--- config.mk ---
export PLATFORM = sky130hd
export DESIGN_NAME = fbp_ctrl
export DESIGN_NICKNAME = d
export VERILOG_FILES = /design/src/hw/fbp_sync.v /design/src/hw/fbp_ctrl.v
export VERILOG_INCLUDE_DIRS = /design/src /design/src/hw
export SDC_FILE = /design/constraint.sdc
export NUM_CORES = 1
export LEC_CHECK = 0
export ABC_AREA = 1
export BUFFER_PORTS_ARGS = -buffer_cell sky130_fd_sc_hd__buf_2
export CORE_UTILIZATION = 55
export DETAILED_ROUTE_END_ITERATION = 16
export HOLD_SLACK_MARGIN = 0.15
export PLACE_DENSITY_LB_ADDON = 0.25
export RECOVER_POWER = 100
export SETUP_SLACK_MARGIN = 0.15
export SYNTH_ARGS = -nofsm -noshare
export SYNTH_HDL_FRONTEND = slang
export SYNTH_SLANG_ARGS = --single-unit
export TNS_END_PERCENT = 1
--- constraint.sdc ---
create_clock -name pclk -period 6.7 [get_ports pclk]
set_input_delay 1.675 -clock pclk [delete_from_list [all_inputs] [get_ports pclk]]
set_output_delay 1.675 -clock pclk [all_outputs]
set_load 0.01 [all_outputs]
--- src/hw/fbp_consts.vh ---
// Constants for the flash boot and program control block
`ifndef FBP_CONSTS_VH
`define FBP_CONSTS_VH

// Register byte offsets
`define FBP_OFS_FLMODE    8'h00
`define FBP_OFS_BLKSEL1   8'h04
`define FBP_OFS_BLKSEL2   8'h08
`define FBP_OFS_SERCTRL   8'h0C
`define FBP_OFS_BAUD      8'h10
`define FBP_OFS_PORTDIR   8'h14
`define FBP_OFS_PORTDATA  8'h18
`define FBP_OFS_BOOTCTRL  8'h1C
`define FBP_OFS_STATUS    8'h20
`define FBP_OFS_LATADDR   8'h24
`define FBP_OFS_LATDATA   8'h28

// Flash mode control bits
`define FBP_FL_PROG       0
`define FBP_FL_ERASE      1
`define FBP_FL_PVER       2
`define FBP_FL_EVER       3
`define FBP_FL_HV         6
`define FBP_FL_MASK       8'h4F

// Serial control and port bits
`define FBP_SER_RX_EN     4
`define FBP_SER_TX_EN     5
`define FBP_SER_MASK      8'hFF
`define FBP_TX_PORT_BIT   1

// Boot control bits
`define FBP_BC_DL_DONE    0
`define FBP_BC_WDT_RSTOUT 1

// Reset and erased values
`define FBP_RST_BAUD      8'hFF
`define FBP_ERASED_BYTE   8'hFF

// Timing and sizes
`define FBP_READY_STATES  100
`define FBP_READY_CYC     (`FBP_READY_STATES)
`define FBP_LOW_BITS      9
`define FBP_BAUD_OVS      32
`define FBP_MEAS_DIV      20'h00120
`define FBP_FLASH_AW      17
`define FBP_FLASH_LAST    17'h1FFFF
`define FBP_USER_ENTRY    16'hF300

`endif

--- src/hw/fbp_sync.v ---
// Two flip-flop synchroniser, one stage pair per bit
`timescale 1ns/1ps
module fbp_sync #(
  parameter W = 1
) (
  // Clock and reset
  input  wire         pclk,
  input  wire         presetn,
  // Data
  input  wire [W-1:0] d,
  output wire [W-1:0] q
);
  genvar i;
  generate
    for (i = 0; i < W; i = i + 1) begin : g_bit
      reg meta_reg;
      reg sync_reg;
      always @(posedge pclk or negedge presetn) begin
        if (!presetn) begin
          meta_reg <= 1'b0;
          sync_reg <= 1'b0;
        end else begin
          meta_reg <= d[i];
          sync_reg <= meta_reg;
        end
      end
      assign q[i] = sync_reg;
    end
  endgenerate
endmodule // fbp_sync

--- src/hw/fbp_ctrl.v ---
// Flash boot and on-board program control with APB register slave
//
// Chosen here: the register offsets and the APB register port.
`timescale 1ns/1ps
`include "fbp_consts.vh"
module fbp_ctrl (
  // APB
  input  wire        pclk,
  input  wire        presetn,
  input  wire        psel,
  input  wire        penable,
  input  wire        pwrite,
  input  wire [7:0]  paddr,
  input  wire [31:0] pwdata,
  output reg  [31:0] prdata,
  output reg         pready,
  output reg         pslverr,
  // Mode pins, asynchronous
  input  wire        vpp_hv_pin,
  input  wire        upper_mode_pin,
  input  wire [1:0]  mode_lo_pins,
  // Watchdog
  input  wire        wdt_ovf,
  output reg         wdt_rst_out,
  // Serial channel one
  input  wire        boot_serial_rx_pin,
  output reg         boot_serial_tx_pin,
  output reg         boot_serial_tx_oe,
  output reg         sci_tx_en,
  output reg         sci_rx_en,
  output reg  [7:0]  sci_baud_div,
  // Flash array
  output reg  [16:0] scan_addr,
  input  wire [7:0]  scan_rdata,
  output reg         erase_all_req,
  input  wire        erase_done,
  input  wire        erase_fail,
  input  wire        cpu_fl_wr,
  input  wire [16:0] cpu_fl_addr,
  input  wire [7:0]  cpu_fl_wdata,
  output reg  [16:0] fl_latch_addr,
  output reg  [7:0]  fl_latch_data,
  output reg         prog_pulse,
  output reg         erase_pulse,
  output reg         pverify,
  output reg         everify,
  output reg         prewrite_verify,
  output reg  [7:0]  blk_sel1,
  output reg  [7:0]  blk_sel2,
  output reg         flash_rd_ok,
  output reg         irq_inhibit,
  // Mode and hand-off
  output reg         boot_mode,
  output reg         user_prog_mode,
  output reg         jump_req,
  output reg  [15:0] jump_addr
);

  localparam ST_IDLE  = 4'h0;
  localparam ST_READY = 4'h1;
  localparam ST_RXHI  = 4'h2;
  localparam ST_MEAS  = 4'h3;
  localparam ST_SCAN  = 4'h4;
  localparam ST_ERASE = 4'h5;
  localparam ST_DLOAD = 4'h6;
  localparam ST_JUMP  = 4'h7;
  localparam ST_USER  = 4'h8;
  localparam ST_HALT  = 4'h9;

  wire [4:0]  pins_s;
  wire        vpp_hv_s  = pins_s[0];
  wire        md2_hv_s  = pins_s[1];
  wire [1:0]  md_lo_s   = pins_s[3:2];
  wire        rx_s      = pins_s[4];

  fbp_sync #(.W(5)) u_sync (
    .pclk    (pclk),
    .presetn (presetn),
    .d       ({boot_serial_rx_pin, mode_lo_pins, upper_mode_pin, vpp_hv_pin}),
    .q       (pins_s)
  );

  reg  [7:0]  flash_mode_ctrl_reg;
  reg  [7:0]  block_sel_reg_1;
  reg  [7:0]  block_sel_reg_2;
  reg  [7:0]  serial_ctrl_reg;
  reg  [7:0]  baud_divisor_reg;
  reg  [7:0]  port_dir_reg;
  reg  [7:0]  port_data_reg;
  reg         wdt_rst_out_bit_reg;
  reg  [1:0]  cap_cnt_reg;
  reg         boot_latched_reg;
  reg  [3:0]  state_reg;
  reg  [19:0] cnt_reg;
  reg         scan_valid_reg;
  reg         dirty_reg;
  reg         erase_err_reg;
  reg  [16:0] cmp_addr_reg;

  // APB: one wait state, so every answer comes from a flop
  wire apb_acc = psel & penable & ~pready;
  wire apb_wr  = psel & penable & pready & pwrite;

  reg        hit;
  reg [31:0] rd_mux;
  always @* begin
    hit    = 1'b1;
    rd_mux = 32'h0000_0000;
    if (paddr == `FBP_OFS_FLMODE) begin
      rd_mux[7:0] = flash_mode_ctrl_reg;
    end else if (paddr == `FBP_OFS_BLKSEL1) begin
      rd_mux[7:0] = block_sel_reg_1;
    end else if (paddr == `FBP_OFS_BLKSEL2) begin
      rd_mux[7:0] = block_sel_reg_2;
    end else if (paddr == `FBP_OFS_SERCTRL) begin
      rd_mux[7:0] = serial_ctrl_reg;
    end else if (paddr == `FBP_OFS_BAUD) begin
      rd_mux[7:0] = baud_divisor_reg;
    end else if (paddr == `FBP_OFS_PORTDIR) begin
      rd_mux[7:0] = port_dir_reg;
    end else if (paddr == `FBP_OFS_PORTDATA) begin
      rd_mux[7:0] = port_data_reg;
    end else if (paddr == `FBP_OFS_BOOTCTRL) begin
      rd_mux[`FBP_BC_WDT_RSTOUT] = wdt_rst_out_bit_reg;
    end else if (paddr == `FBP_OFS_STATUS) begin
      rd_mux[0]    = boot_latched_reg;
      rd_mux[1]    = user_prog_mode;
      rd_mux[2]    = ~flash_rd_ok;
      rd_mux[3]    = dirty_reg;
      rd_mux[4]    = erase_err_reg;
      rd_mux[5]    = vpp_hv_s;
      rd_mux[11:8] = state_reg;
    end else if (paddr == `FBP_OFS_LATADDR) begin
      rd_mux[16:0] = fl_latch_addr;
    end else if (paddr == `FBP_OFS_LATDATA) begin
      rd_mux[7:0] = fl_latch_data;
    end else begin
      hit = 1'b0;
    end
  end

  always @(posedge pclk or negedge presetn) begin
    if (!presetn) begin
      pready  <= 1'b0;
      pslverr <= 1'b0;
      prdata  <= 32'h0000_0000;
    end else begin
      pready  <= apb_acc;
      pslverr <= apb_acc & ~hit;
      prdata  <= (apb_acc & ~pwrite) ? rd_mux : 32'h0000_0000;
    end
  end

  wire wr_fl   = apb_wr & (paddr == `FBP_OFS_FLMODE);
  wire wr_b1   = apb_wr & (paddr == `FBP_OFS_BLKSEL1);
  wire wr_b2   = apb_wr & (paddr == `FBP_OFS_BLKSEL2);
  wire wr_ser  = apb_wr & (paddr == `FBP_OFS_SERCTRL);
  wire wr_baud = apb_wr & (paddr == `FBP_OFS_BAUD);
  wire wr_dir  = apb_wr & (paddr == `FBP_OFS_PORTDIR);
  wire wr_dat  = apb_wr & (paddr == `FBP_OFS_PORTDATA);
  wire wr_bc   = apb_wr & (paddr == `FBP_OFS_BOOTCTRL);
  wire dl_done = wr_bc & pwdata[`FBP_BC_DL_DONE];

  // Mode decode from the synchronised pins
  wire rom_mode  = (md_lo_s != 2'b00);
  wire boot_pins = vpp_hv_s & md2_hv_s & rom_mode;
  wire boot_wdt  = wdt_ovf & boot_latched_reg;

  // Strap caught after the synchronisers have filled, never at reset itself
  always @(posedge pclk or negedge presetn) begin
    if (!presetn) begin
      cap_cnt_reg      <= 2'b00;
      boot_latched_reg <= 1'b0;
    end else if (cap_cnt_reg != 2'b11) begin
      cap_cnt_reg <= cap_cnt_reg + 2'b01;
      if (cap_cnt_reg == 2'b10) begin
        boot_latched_reg <= boot_pins;
      end
    end
  end

  // Low period of nine bits divided down to the baud divisor
  wire [19:0] div_full = cnt_reg / `FBP_MEAS_DIV;
  wire [7:0]  div_meas = (div_full == 20'h00000) ? 8'h00 :
                         (div_full > 20'h00100)  ? 8'hFF : div_full[7:0] - 8'h01;

  // Boot sequencer and register file
  always @(posedge pclk or negedge presetn) begin
    if (!presetn) begin
      state_reg           <= ST_IDLE;
      cnt_reg             <= 20'h00000;
      scan_addr           <= 17'h00000;
      cmp_addr_reg        <= 17'h00000;
      scan_valid_reg      <= 1'b0;
      dirty_reg           <= 1'b0;
      erase_err_reg       <= 1'b0;
      erase_all_req       <= 1'b0;
      jump_req            <= 1'b0;
      jump_addr           <= 16'h0000;
      flash_mode_ctrl_reg <= 8'h00;
      block_sel_reg_1     <= 8'h00;
      block_sel_reg_2     <= 8'h00;
      serial_ctrl_reg     <= 8'h00;
      baud_divisor_reg    <= `FBP_RST_BAUD;
      port_dir_reg        <= 8'h00;
      port_data_reg       <= 8'h00;
      wdt_rst_out_bit_reg <= 1'b0;
    end else begin
      jump_req <= 1'b0;
      if (wr_fl)   flash_mode_ctrl_reg <= pwdata[7:0] & `FBP_FL_MASK;
      if (wr_b1)   block_sel_reg_1 <= pwdata[7:0];
      if (wr_b2)   block_sel_reg_2 <= pwdata[7:0];
      if (wr_ser)  serial_ctrl_reg <= pwdata[7:0] & `FBP_SER_MASK;
      if (wr_baud) baud_divisor_reg <= pwdata[7:0];
      if (wr_dir)  port_dir_reg <= pwdata[7:0];
      if (wr_dat)  port_data_reg <= pwdata[7:0];
      if (wr_bc)   wdt_rst_out_bit_reg <= pwdata[`FBP_BC_WDT_RSTOUT];
      if (wdt_ovf) begin
        // A watchdog reset also ends any program or erase in flight
        flash_mode_ctrl_reg <= 8'h00;
      end
      if (boot_wdt) begin
        state_reg      <= ST_READY;
        cnt_reg        <= 20'h00000;
        erase_all_req  <= 1'b0;
        scan_valid_reg <= 1'b0;
        dirty_reg      <= 1'b0;
      end else begin
        case (state_reg)
          ST_IDLE: begin
            if (cap_cnt_reg == 2'b11) begin
              state_reg <= boot_latched_reg ? ST_READY : ST_USER;
            end
          end
          ST_READY: begin
            cnt_reg <= cnt_reg + 20'h00001;
            if (cnt_reg == `FBP_READY_CYC - 1) begin
              cnt_reg   <= 20'h00000;
              state_reg <= ST_RXHI;
            end
          end
          ST_RXHI: begin
            if (rx_s) begin
              state_reg <= ST_MEAS;
            end
          end
          ST_MEAS: begin
            if (!rx_s && cnt_reg != 20'hFFFFF) begin
              cnt_reg <= cnt_reg + 20'h00001;
            end else if (rx_s && cnt_reg != 20'h00000) begin
              baud_divisor_reg <= div_meas;
              serial_ctrl_reg[`FBP_SER_RX_EN] <= 1'b1;
              serial_ctrl_reg[`FBP_SER_TX_EN] <= 1'b1;
              cnt_reg          <= 20'h00000;
              scan_addr        <= 17'h00000;
              state_reg        <= ST_SCAN;
            end
          end
          ST_SCAN: begin
            // Read data lags the address by one cycle
            scan_valid_reg <= 1'b1;
            cmp_addr_reg   <= scan_addr;
            if (scan_addr != `FBP_FLASH_LAST) begin
              scan_addr <= scan_addr + 17'h00001;
            end
            // First programmed byte decides, so the rest need not be read
            if (scan_valid_reg && scan_rdata != `FBP_ERASED_BYTE) begin
              dirty_reg      <= 1'b1;
              scan_valid_reg <= 1'b0;
              erase_all_req  <= 1'b1;
              state_reg      <= ST_ERASE;
            end else if (scan_valid_reg && cmp_addr_reg == `FBP_FLASH_LAST) begin
              scan_valid_reg <= 1'b0;
              state_reg      <= ST_DLOAD;
            end
          end
          ST_ERASE: begin
            if (erase_fail) begin
              erase_all_req <= 1'b0;
              erase_err_reg <= 1'b1;
              state_reg     <= ST_HALT;
            end else if (erase_done) begin
              erase_all_req <= 1'b0;
              dirty_reg     <= 1'b0;
              state_reg     <= ST_DLOAD;
            end
          end
          ST_DLOAD: begin
            if (dl_done) begin
              state_reg <= ST_JUMP;
            end
          end
          ST_JUMP: begin
            serial_ctrl_reg[`FBP_SER_RX_EN] <= 1'b0;
            serial_ctrl_reg[`FBP_SER_TX_EN] <= 1'b0;
            port_dir_reg[`FBP_TX_PORT_BIT]  <= 1'b1;
            port_data_reg[`FBP_TX_PORT_BIT] <= 1'b1;
            jump_addr <= `FBP_USER_ENTRY;
            jump_req  <= 1'b1;
            state_reg <= ST_USER;
          end
          ST_USER: begin
            state_reg <= ST_USER;
          end
          default: begin
            state_reg <= ST_HALT;
          end
        endcase
      end
    end
  end

  // Flash operation decode, gated by the high voltage enable except pre-write verify, which needs the register clear, Vpp high and a ROM mode
  wire [7:0] fm      = flash_mode_ctrl_reg;
  wire hv_ok         = fm[`FBP_FL_HV] & vpp_hv_s;
  wire prog_nx       = hv_ok & fm[`FBP_FL_PROG];
  wire erase_nx      = hv_ok & fm[`FBP_FL_ERASE] & ~fm[`FBP_FL_PROG];
  wire pver_nx       = hv_ok & fm[`FBP_FL_PVER] & ~fm[`FBP_FL_PROG] & ~fm[`FBP_FL_ERASE];
  wire ever_nx       = hv_ok & fm[`FBP_FL_EVER] & ~fm[`FBP_FL_PROG] & ~fm[`FBP_FL_ERASE]
                       & ~fm[`FBP_FL_PVER];
  wire prewr_nx      = (fm == 8'h00) & vpp_hv_s & rom_mode;
  wire busy_nx       = prog_nx | erase_nx | erase_all_req;
  wire setup_wr      = cpu_fl_wr & hv_ok & ~fm[`FBP_FL_PROG] & ~fm[`FBP_FL_ERASE];

  always @(posedge pclk or negedge presetn) begin
    if (!presetn) begin
      prog_pulse         <= 1'b0;
      erase_pulse        <= 1'b0;
      pverify            <= 1'b0;
      everify            <= 1'b0;
      prewrite_verify    <= 1'b0;
      flash_rd_ok        <= 1'b1;
      irq_inhibit        <= 1'b0;
      fl_latch_addr      <= 17'h00000;
      fl_latch_data      <= 8'h00;
      blk_sel1           <= 8'h00;
      blk_sel2           <= 8'h00;
      wdt_rst_out        <= 1'b0;
      boot_mode          <= 1'b0;
      user_prog_mode     <= 1'b0;
      sci_tx_en          <= 1'b0;
      sci_rx_en          <= 1'b0;
      sci_baud_div       <= `FBP_RST_BAUD;
      boot_serial_tx_pin <= 1'b0;
      boot_serial_tx_oe  <= 1'b0;
    end else begin
      prog_pulse      <= prog_nx;
      erase_pulse     <= erase_nx;
      pverify         <= pver_nx;
      everify         <= ever_nx;
      prewrite_verify <= prewr_nx;
      flash_rd_ok     <= ~busy_nx;
      irq_inhibit     <= busy_nx;
      if (setup_wr) begin
        fl_latch_addr <= cpu_fl_addr;
        fl_latch_data <= cpu_fl_wdata;
      end
      blk_sel1       <= block_sel_reg_1;
      blk_sel2       <= block_sel_reg_2;
      // Holding the reset output low under high voltage avoids a pin reset mid-program
      wdt_rst_out    <= wdt_ovf & wdt_rst_out_bit_reg & ~vpp_hv_s;
      boot_mode      <= boot_latched_reg;
      user_prog_mode <= ~boot_latched_reg & rom_mode & vpp_hv_s;
      sci_tx_en      <= serial_ctrl_reg[`FBP_SER_TX_EN];
      sci_rx_en      <= serial_ctrl_reg[`FBP_SER_RX_EN];
      sci_baud_div   <= baud_divisor_reg;
      boot_serial_tx_pin <= port_data_reg[`FBP_TX_PORT_BIT];
      boot_serial_tx_oe  <= port_dir_reg[`FBP_TX_PORT_BIT];
    end
  end

endmodule // fbp_ctrl

==> results of run 1 <==
[layout make-up]
class | count | area, µm²
inverters | 157 | 598
multi-input cells | 836 | 4460
clock buffers | 27 | 621
fillers | 1586 | 6270
flip-flops and latches | 213 | 5350
repair buffers | 199 | 918
well taps | 234 | 293
clock inverters | 15 | 196
[through the flow]
step | setup WS, ns | instances | hold slack (ns) | area, µm² | TNS (ns)
3_5_place_dp | 0.373 | 1616 | 0.335 | 11500 | 0
3_3_place_gp | 0.552 | 1616 | 0.334 | 11500 | 0
4_1_cts | 0.378 | 1658 | 0.349 | 12300 | 0
2_1_floorplan | 1.22 | 1258 | 0.331 | 10600 | 0
6_report | 0.582 | 1681 | 0.351 | 12400 | 0
5_1_grt | -0.0182 | 1681 | 0.364 | 12400 | -0.0194
[synth_stat cells (9+ instances only)]
| master | instances | area, µm² |
|---|---|---|
| a21oi_1 | 54 | 270 |
| buf_4 | 30 | 225 |
| clkbuf_1 | 21 | 78.8 |
| dfrtp_1 | 196 | 4900 |
| dfstp_2 | 17 | 447 |
| inv_1 | 136 | 510 |
| inv_2 | 16 | 60.1 |
| mux2_2 | 23 | 259 |
| nand2_1 | 261 | 980 |
| nand2_2 | 31 | 194 |
| nand3_1 | 53 | 265 |
| nand4_1 | 26 | 163 |
| nor2_1 | 99 | 372 |
| nor3_1 | 28 | 140 |
| nor4_1 | 10 | 62.6 |
| o21ai_0 | 118 | 591 |
| xor2_1 | 9 | 78.8 |
[layout by cell type (no fill, tap or decap), drive strengths merged, types with 3 or more instances in the layout]
cell type	netlist	routed
o221ai	5	5
buf	31	85
nand3	55	55
dfrtp	196	196
or2	7	7
nor3	29	29
bufinv	0	4
mux2	23	23
o31ai	5	5
nand2	299	299
a31oi	6	6
nand4	32	32
xor2	9	9
a21boi	4	4
ha	8	8
a22oi	3	3
a211oi	8	8
dfstp	17	17
o22ai	7	7
conb	1	25
o21ai	118	118
clkbuf	21	141
inv	152	154
o2111ai	3	3
o211ai	5	5
clkinv	5	12
a21oi	55	55
nor4	10	10
nor2	101	101
[what timing repair did]
item / 4_1_cts / 5_1_grt
endpoints found under the setup margin: 0 / 8
buffers inserted: 0 / 23
resized for setup: 0 / 37
[path summary, 6_finish.rpt]
| path | from | to | cells past startpoint |
|---|---|---|---|
| min in group asynchronous | presetn | blk_sel1[7]$_DFF_PN0_ | 1 |
| min | u_sync.g_bit[3].meta_reg$_DFF_PN0_ | u_sync.g_bit[3].sync_reg$_DFF_PN0_ | 0 |
| max reg2reg | cnt_reg[17]$_DFFE_PN0P_ | baud_divisor_reg[1]$_DFF_PN1_ | 57 |
| max in group asynchronous | presetn | cmp_addr_reg[0]$_DFFE_PN0P_ | 2 |
| min reg2reg | u_sync.g_bit[3].meta_reg$_DFF_PN0_ | u_sync.g_bit[3].sync_reg$_DFF_PN0_ | 0 |
| max | cnt_reg[17]$_DFFE_PN0P_ | baud_divisor_reg[1]$_DFF_PN1_ | 57 |
[critical path: cells and delay by family, from the launching register on]
kind	cells	cell delay [ns]
buf+inv	7	0.43
fa+ha+maj	1	0.18
flops	1	0.47
compound gates	3	0.38
simple gates	46	4.54
[layer usage]
layer	up-vias	wire [µm]	share of wire (%)
met3	46	1360	5.3
li1	4412	-	-
met1	4312	11000	43
met5	-	0	0
met2	279	12500	49
met4	0	628	2.5
[kinds of logic after synthesis]
family                     after synthesis
AOI/OAI and AO/OA                      230
xor gates and xnor gates                10
adders and majority gates                8
buffers and inverters                  209
DFF                                    213
muxes                                   25
other                                    1
and+or+nand+nor                        538
==> impl_metrics.csv, run 1 <==
group,metric,value,unit
status,outcome,"finished with violations",
status,violations,"capacitance limit, slew limit",
sta,fmax,0.163,GHz
layout,area_growth,18.4,%
grt,overflow,0,
logic_synthesis,synthArstFlopShare,100,%
flow_run,max_cap_violations,2,
logic_synthesis,synth_area,10500,µm²
worst_setup_path,timing.critical_path.mode_cell,"nand2_2",
floorplan,start_util,56.2,%
drt,routedWlPerCell,15.2,µm
placed_design,portBuffers,169,
clocking,clock_latency,0.52,ns
worst_setup_path,r2r_setup_slack,0.58,ns
logic_synthesis,ys_seq_area_share,50.9,%
logic_synthesis,yosysUniqueCellTypes,55,
worst_setup_path,slowest_delay,0.47,ns
logic_synthesis,ys.warnings.count,0,
layout,layout.nets,1525,
clocking,clkSinkCount,213,
placed_design,dpl.hpwl,18.2,mm
grt,grt_usage,25.4,%
clocking,cts_hold_buf,0,
placed_design,gp_congestion,0.916,
sta,setup_violations,0,
sta,hold_viol_final,0,
floorplan,core,18700,µm²
sta,post-route-period-util,91.3,%
clocking,path_clk_slew,0.07,ns
clocking,clockBufferDepth,3,
logic_synthesis,synth-compound-area-share,12.5,%
sta,fin_skew,0.0167,ns
logic_synthesis,synth-edff-count,0,
floorplan,die_y,140,µm
logic_synthesis,synth.avg_cell_area,8.51,µm²
sta,slew_headroom,-110,%
logic_synthesis,syn-instance-count,1234,
layout,n_antenna_cell,0,
sta,min_period,6.12,ns
grt,busiest_layer,"met2",
drt,dr.pass1.iters,5,
grt,grt_antenna_before_repair,0,
drt,wirelength,25.5,mm
grt,grtUsageMet1,34.1,%
logic_synthesis,synthMuxAreaShare,2.66,%
worst_setup_path,crit_type,"flip-flop to flip-flop",
worst_setup_path,crit_slowest_cell,"dfrtp_1",
drt,drt_iter0_drc,446,
drt,vias,9049,
logic_synthesis,synthAdderAreaFrac,0.953,%
drt,vias_per_cell,5.38,
logic_synthesis,synth-main-ff-cell,"dfrtp_1",
clocking,cts_inserted_buffers,23,
layout,utilization,66.5,%
worst_hold_path,worstHoldPathType,"flip-flop to flip-flop",
grt,grt_pass1_vias,8229,
grt,grt_pass1_wl,40.4,mm
clocking,cts_tree,"done",
drt,drc,0,
logic_synthesis,synth_simple_gate_area_share,23.5,%
floorplan,rows,50,
logic_synthesis,synth-seq-cells,213,
logic_synthesis,synth_top_family_by_area,"simple AND/OR/NAND/NOR gates",
worst_setup_path,crit_fanout,6,
clocking,cts_root_buf,"clkbuf_16",
grt,grt_use_met3,3.38,%
logic_synthesis,synthXorXnorAreaFrac,0.834,%
worst_setup_path,cp_data_arrival_time,6.58,ns
clocking,htreeDepth,1,
worst_setup_path,cp-end-kind,"flip-flop",
grt,use_met2,42.9,%
floorplan,design.die.area,19700,µm²
grt,grt_max_degree,132,
worst_setup_path,cp.required,7.16,ns
layout,largest_reg_flops,20,
floorplan,die_w,140,µm
sta,worst_pin_slew,3.15,ns
layout,drive_gt1_share,17.2,%
sta,slew_violations,173,
worst_setup_path,cp-start-kind,"flip-flop",
floorplan,pin_count,219,
drt,ant_nets,0,
Power of run 1 is left out: the tool's default activity adds up to more than one toggle a clock period on the data nets, which glitch-free logic cannot reach.
==> run 2: changes to the inputs <==
Clock period 6.7 ns to 6.1 ns, I/O delays scaled along.
==> run 2 against run 1 <==
Net effect: the run ends with capacitance limit, slew limit, setup timing left; register-to-register slack got worse by 0.74 ns; final cell count rose by 1.4%; fmax fell by 2.2%; die area did not move; clock-buffer cell count rose by 8; utilization rose by 1.8 points; first-iteration DRC count rose by 19%; routed wire length rose by 4.9%; clock skew fell by 0.0016 ns; non-clock buffer count rose by 26; global-route usage rose by 0.097 points; sequential cell count did not move; largest cell class unchanged; highest routed layer unchanged.
==> impl_metrics.csv, run 2 (synthesized netlist as in run 1, its figures left out) <==
group,metric,value,unit
status,outcome,"finished with violations",
status,violations,"capacitance limit, slew limit, setup timing",
drt,drc,0,
worst_setup_path,cp-end-kind,"flip-flop",
sta,hold_viol_final,0,
clocking,cts_tree,"done",
clocking,path_clk_slew,0.07,ns
sta,rsz0062_at_grt,"true",
sta,setup_tns,-0.798,ns
sta,post-route-period-util,103,%
worst_hold_path,min_from,"u_sync.g_bit[3].meta_reg$_DFF_PN0_",
drt,wl_met3,1.34,mm
sta,setup_violations,8,
placed_design,dpl.hpwl,18.4,mm
clocking,cts_inserted_buffers,22,
floorplan,die_w,140,µm
worst_setup_path,crit_fanout,6,
grt,grt_antenna_before_repair,0,
floorplan,core,18700,µm²
clocking,clock_latency,0.51,ns
floorplan,pin_count,219,
placed_design,portBuffers,169,
worst_setup_path,timing.rr.start,"cnt_reg[16]$_DFFE_PN0P_",
worst_hold_path,worstHoldPathType,"flip-flop to flip-flop",
drt,wirelength,26.8,mm
drt,wl_met1,11.3,mm
drt,vias_per_cell,5.44,
drt,vias,9274,
grt,grt_usage,25.5,%
clocking,cts_root_buf,"clkbuf_16",
layout,num-fill-cells,1530,
sta,fin_skew,0.0151,ns
floorplan,rows,50,
clocking,htreeDepth,1,
sta,slew_violations,119,
floorplan,start_util,56.2,%
layout,largest_reg_flops,20,
drt,drt_iter0_drc,532,
worst_setup_path,cp_data_arrival_time,6.66,ns
clocking,clockBufferDepth,3,
sta,min_period,6.25,ns
sta,fmax,0.160,GHz
clocking,clkSinkCount,213,
drt,ant_nets,0,
worst_setup_path,cp-start-kind,"flip-flop",
layout,layout.nets,1550,
grt,grt_pass1_vias,8384,
sta,slew_headroom,-95.9,%
grt,overflow,0,
layout,final_cell_mix,"nand2_1, dfrtp_1, inv_1, clkbuf_1, o21ai_0",
placed_design,gp_congestion,0.909,
drt,wl_met2,13.3,mm
layout,area_growth,21.7,%
layout,multi_input_area,4700,µm²
worst_setup_path,crit_slowest_cell,"dfrtp_2",
layout,ff_latch_area,5350,µm²
drt,routed.top_layer,"met4",
floorplan,die_y,140,µm
grt,grt_max_degree,119,
layout,drive_gt1_share,21.1,%
worst_setup_path,crit_type,"flip-flop to flip-flop",
layout,final_common_cell,"nand2_1",
worst_setup_path,cp.required,6.51,ns
drt,routedWlPerCell,15.7,µm
layout,n_antenna_cell,0,
flow_run,max_cap_violations,1,
worst_setup_path,crit_path_start,"cnt_reg[16]$_DFFE_PN0P_",
drt,dr.pass1.iters,5,
floorplan,design.die.area,19700,µm²
grt,grt_pass1_wl,40.6,mm
worst_setup_path,timing.critical_path.mode_cell,"nand2_4",
sta,worst_pin_slew,2.94,ns
sta,worst_slack,-0.153,ns
worst_setup_path,slowest_delay,0.44,ns
[run 2: changes by cell type in the layout (fill, tap and decap cells not counted), sizes merged]
cell,delta
inv,+1
clkbuf,+9
bufinv,-4
buf,+25
clkinv,-7
[run 2: path summary, 6_finish.rpt]
| path | end | slack (ns) | cells after the start |
|---|---|---|---|
| hold / removal | u_sync.g_bit[3].sync_reg$_DFF_PN0_ | 0.35 | 0 |
| setup reg to reg | baud_divisor_reg[0]$_DFF_PN1_ | -0.15 | 56 |
| setup / recovery | baud_divisor_reg[0]$_DFF_PN1_ | -0.15 | 56 |
| min in group asynchronous | blk_sel1[5]$_DFF_PN0_ | 1.91 | 1 |
| max in group asynchronous | fl_latch_addr[0]$_DFFE_PN0P_ | 1.64 | 2 |
| hold reg to reg | u_sync.g_bit[3].sync_reg$_DFF_PN0_ | 0.35 | 0 |
[run 2: per-stage QoR]
stage / area [µm²] / hold WS, ns / worst slack [ns] / instances / utilization, %
after floorplan: 10600 / 0.331 / 0.619 / 1258 / -
after global placement: 11500 / 0.335 / 0.0882 / 1620 / 61.5
after detailed placement: 11500 / 0.336 / -0.104 / 1620 / 61.5
after CTS: 12300 / 0.351 / 0.162 / 1674 / 66.0
after global routing: 12800 / 0.366 / -0.523 / 1705 / 68.3
final: 12800 / 0.347 / -0.153 / 1705 / 68.3
[run 2: routing by layer]
layer,vias up,global-route usage (%)
li1,4468,-
met1,4408,33.3
met2,321,43.4
met3,77,3.59
met4,0,9.49
met5,-,0
[run 2: final cells by class]
cell class	instances	area share (%)
Multi-Input combinational cell	836	36.8
Clock inverter	5	0.333
Timing Repair Buffer	225	8.82
Clock buffer	35	5.16
Tap cell	234	2.29
Sequential cell	213	41.9
Inverter	157	4.72
[run 2: worst max-delay path, delay by kind of cell, from the launching register on]
| kind | cells | cell delay (ns) |
|---|---|---|
| AOI/OAI and AO/OA | 4 | 0.37 |
| adders and majority gates | 1 | 0.18 |
| buffers and inverters | 7 | 0.68 |
| DFF | 1 | 0.44 |
| and+or+nand+nor | 44 | 4.46 |
[run 2: what timing repair did]
item | CTS | global route
pin swaps | 13 | 45
gates resized for setup | 12 | 89
setup buffers | 14 | 31
endpoints found under the setup margin | 8 | 8
hold buffers | 0 | 0
Power of run 2 is left out for the same reason.
==> run 3: changes to the inputs <==
Settings changed: CORE_UTILIZATION 55 to 56, SYNTH_HIERARCHICAL from default to 1.
==> run 3 against run 2 <==
Net effect: the flow finishes with violations (capacitance limit, slew limit); clock-buffer cell count shrank 2; utilization increased by 3.0 points; final cell count grew 3.6%; first-iteration DRC count is 17% higher; routed wire length increased by 3.4%; die area is 0.99% higher; synthesized area up 2.8%.
==> impl_metrics.csv, run 3 <==
group,metric,value,unit
status,outcome,"finished with violations",
status,violations,"capacitance limit, slew limit",
floorplan,die_w,141,µm
drt,wirelength,27.7,mm
logic_synthesis,synth_area,10800,µm²
drt,drt_iter0_drc,620,
worst_setup_path,crit_fanout,7,
clocking,cts_inserted_buffers,23,
sta,rsz0062_at_grt,"true",
sta,timing.hold.ws,0.346,ns
sta,worst_pin_slew,3.82,ns
logic_synthesis,syn-instance-count,1269,
logic_synthesis,ys.warnings.count,6,
drt,routedWlPerCell,15.7,µm
clocking,path_clk_slew,0.06,ns
grt,grt_max_degree,140,
logic_synthesis,yosysUniqueCellTypes,55,
drt,routed.top_layer,"met4",
floorplan,core,18800,µm²
layout,largest_reg_flops,20,
sta,setup_tns,0,ns
worst_setup_path,cp.required,6.54,ns
sta,min_period,6.09,ns
layout,num-fill-cells,1502,
sta,fmax,0.164,GHz
worst_setup_path,cp_data_arrival_time,6.53,ns
sta,slew_headroom,-155,%
grt,grt_pass1_vias,8736,
worst_setup_path,cp-end-kind,"flip-flop",
power,swShare,28.2,%
worst_setup_path,timing.critical_path.mode_cell,"nand2_4",
clocking,cts_hold_buf,0,
logic_synthesis,synth_largest_area_cell,"dfrtp_1",
grt,grt_pass1_wl,43.5,mm
power,power.share.clock,40.5,%
clocking,clock_latency,0.50,ns
sta,slew_violations,76,
logic_synthesis,yosys-top-cells-count,"nand2_1, dfrtp_1, inv_1, o21ai_0, nor2_1",
power,vdd_ir_drop_max,0.209,mV
sta,setup_violations,0,
clocking,htreeDepth,1,
floorplan,rows,50,
grt,grt_antenna_before_repair,0,
clocking,clkSinkCount,213,
worst_setup_path,crit_type,"flip-flop to flip-flop",
power,fin_total_pwr,0.00347,W
clocking,clockBufferDepth,3,
clocking,cts_tree,"done",
placed_design,portBuffers,169,
worst_setup_path,slowest_delay,0.37,ns
floorplan,start_util,57.4,%
layout,n_antenna_cell,0,
power,p_per_area,259,nW/µm²
worst_hold_path,worstHoldPathType,"flip-flop to flip-flop",
worst_setup_path,crit_slowest_cell,"dfrtp_1",
layout,layout.nets,1584,
power,power.switching,0.000978,W
power,combPwrFrac,14.3,%
floorplan,pin_count,219,
logic_synthesis,synth.avg_cell_area,8.51,µm²
floorplan,die_y,141,µm
drt,wl_met2,13.6,mm
drt,wl_met1,11.9,mm
floorplan,design.die.area,19900,µm²
drt,ant_nets,0,
power,leakage,6.57,nW
logic_synthesis,ys_seq_area_share,49.5,%
placed_design,gp_congestion,0.899,
grt,overflow,0,
power,pwr-share-seq,45.2,%
logic_synthesis,synth-edff-count,0,
grt,grt_usage,27.3,%
drt,wl_met3,1.51,mm
drt,drc,0,
worst_setup_path,cp-start-kind,"flip-flop",
logic_synthesis,synth-main-ff-cell,"dfrtp_1",
logic_synthesis,yosysMostFrequentCell,"nand2_1",
sta,post-route-period-util,99.9,%
layout,drive_gt1_share,22.8,%
logic_synthesis,synthArstFlopShare,100,%
drt,dr.pass1.iters,5,
layout,final_area,13400,µm²
flow_run,max_cap_violations,1,
logic_synthesis,synthTopCellsByArea,"dfrtp_1, nand2_1, o21ai_0, inv_1, dfstp_2",
logic_synthesis,synth_top_cell_area_share,45.4,%
sta,hold_viol_final,0,
placed_design,placed_area,11800,µm²
logic_synthesis,synth-seq-cells,213,
power,intPower,0.00250,W
drt,vias,9552,
layout,area_growth,24.4,%
drt,vias_per_cell,5.41,
layout,final_common_cell,"nand2_1",
clocking,cts_root_buf,"clkbuf_16",
sta,fin_skew,0.00603,ns
placed_design,dpl.hpwl,19.3,mm
layout,final_cell_mix,"nand2_1, dfrtp_1, inv_1, clkbuf_1, o21ai_0",
==> run 3: cell count changes in the layout (fill, tap and decap cells not counted), sizes merged, moves of 4 or more <==
cell / change
mux2: +6
inv: +12
nor3: +12
nand3: +8
nand2: -4
or2: -4
nor2: -4
o21ai: +10
a21oi: -12
buf: +9
nor3b: +5
clkbuf: -8
==> run 3: timing repair <==
action                     CTS  global route
pin swaps                   22            58
buffers inserted            18            27
setup endpoints to repair    8             8
gates resized for setup     45            91
==> run 3: metal layers <==
layer | vias up | GRT usage, %
met5 | - | 0
met3 | 51 | 3.53
met4 | 0 | 7.89
met1 | 4587 | 36.8
met2 | 311 | 46.3
li1 | 4603 | -
==> run 3: layout make-up <==
class / count / area, µm² / share of cell area (%)
Sequential cell: 213 / 5350 / 39.8
Multi-Input combinational cell: 855 / 5140 / 38.2
Tap cell: 260 / 325 / 2.42
Inverter: 168 / 656 / 4.88
Clock buffer: 33 / 673 / 5.01
Clock inverter: 9 / 105 / 0.782
Timing Repair Buffer: 228 / 1190 / 8.83
==> run 3: worst paths after layout <==
path | start | to | slack (ns) | depth (start not counted)
worst max-delay path | cnt_reg[16]$_DFFE_PN0P_ | baud_divisor_reg[0]$_DFF_PN1_ | 0.006 | 55
worst min-delay path | u_sync/g_bit[4].meta_reg$_DFF_PN0_ | u_sync/g_bit[4].sync_reg$_DFF_PN0_ | 0.35 | 0
worst max register to register | cnt_reg[16]$_DFFE_PN0P_ | baud_divisor_reg[0]$_DFF_PN1_ | 0.006 | 55
worst min register to register | u_sync/g_bit[4].meta_reg$_DFF_PN0_ | u_sync/g_bit[4].sync_reg$_DFF_PN0_ | 0.35 | 0
max in group asynchronous | presetn | cnt_reg[19]$_DFFE_PN0P_ | 1.09 | 2
min in group asynchronous | presetn | jump_addr[8]$_DFFE_PN0P_ | 2.34 | 1
==> run 3: cells by family after synthesis <==
kind of cell	after synthesis	share of synthesized area, %
other cells	1	0.0347
simple gates	552	24.2
buf+inv	225	9.08
mux	30	3.15
fa+ha+maj	8	0.927
compound gates	231	12.3
flops	213	49.5
xor+xnor	9	0.730
==> run 3: stage by stage <==
stage / std cells / setup slack (ns) / utilization [%]
floorplan: 1293 / 0.597 / -
global placement: 1679 / 0.0947 / 62.9
detailed placement: 1679 / -0.132 / 62.9
CTS: 1739 / 0.157 / 68.8
global route: 1766 / -0.393 / 71.3
finish: 1766 / 0.00553 / 71.3
==> run 3: power by group through the flow <==
stage / combinational [W] / sequential (W) / clock, W
floorplan: 0.000331 / 0.00158 / 0
global placement: 0.000490 / 0.00159 / 0
detailed placement: 0.000497 / 0.00159 / 0
CTS: 0.000502 / 0.00157 / 0.00143
global route: 0.000565 / 0.00158 / 0.00149
finish: 0.000495 / 0.00157 / 0.00141
==> run 3: critical path, delay by kind of cell, from the launching register on <==
family / cells / cell delay (ns)
and+or+nand+nor: 40 / 3.95
AOI/OAI and AO/OA: 6 / 0.81
buffers and inverters: 8 / 0.76
DFF: 1 / 0.37
adders and majority gates: 1 / 0.11
Note: power is estimated with default switching activity, not from simulation.
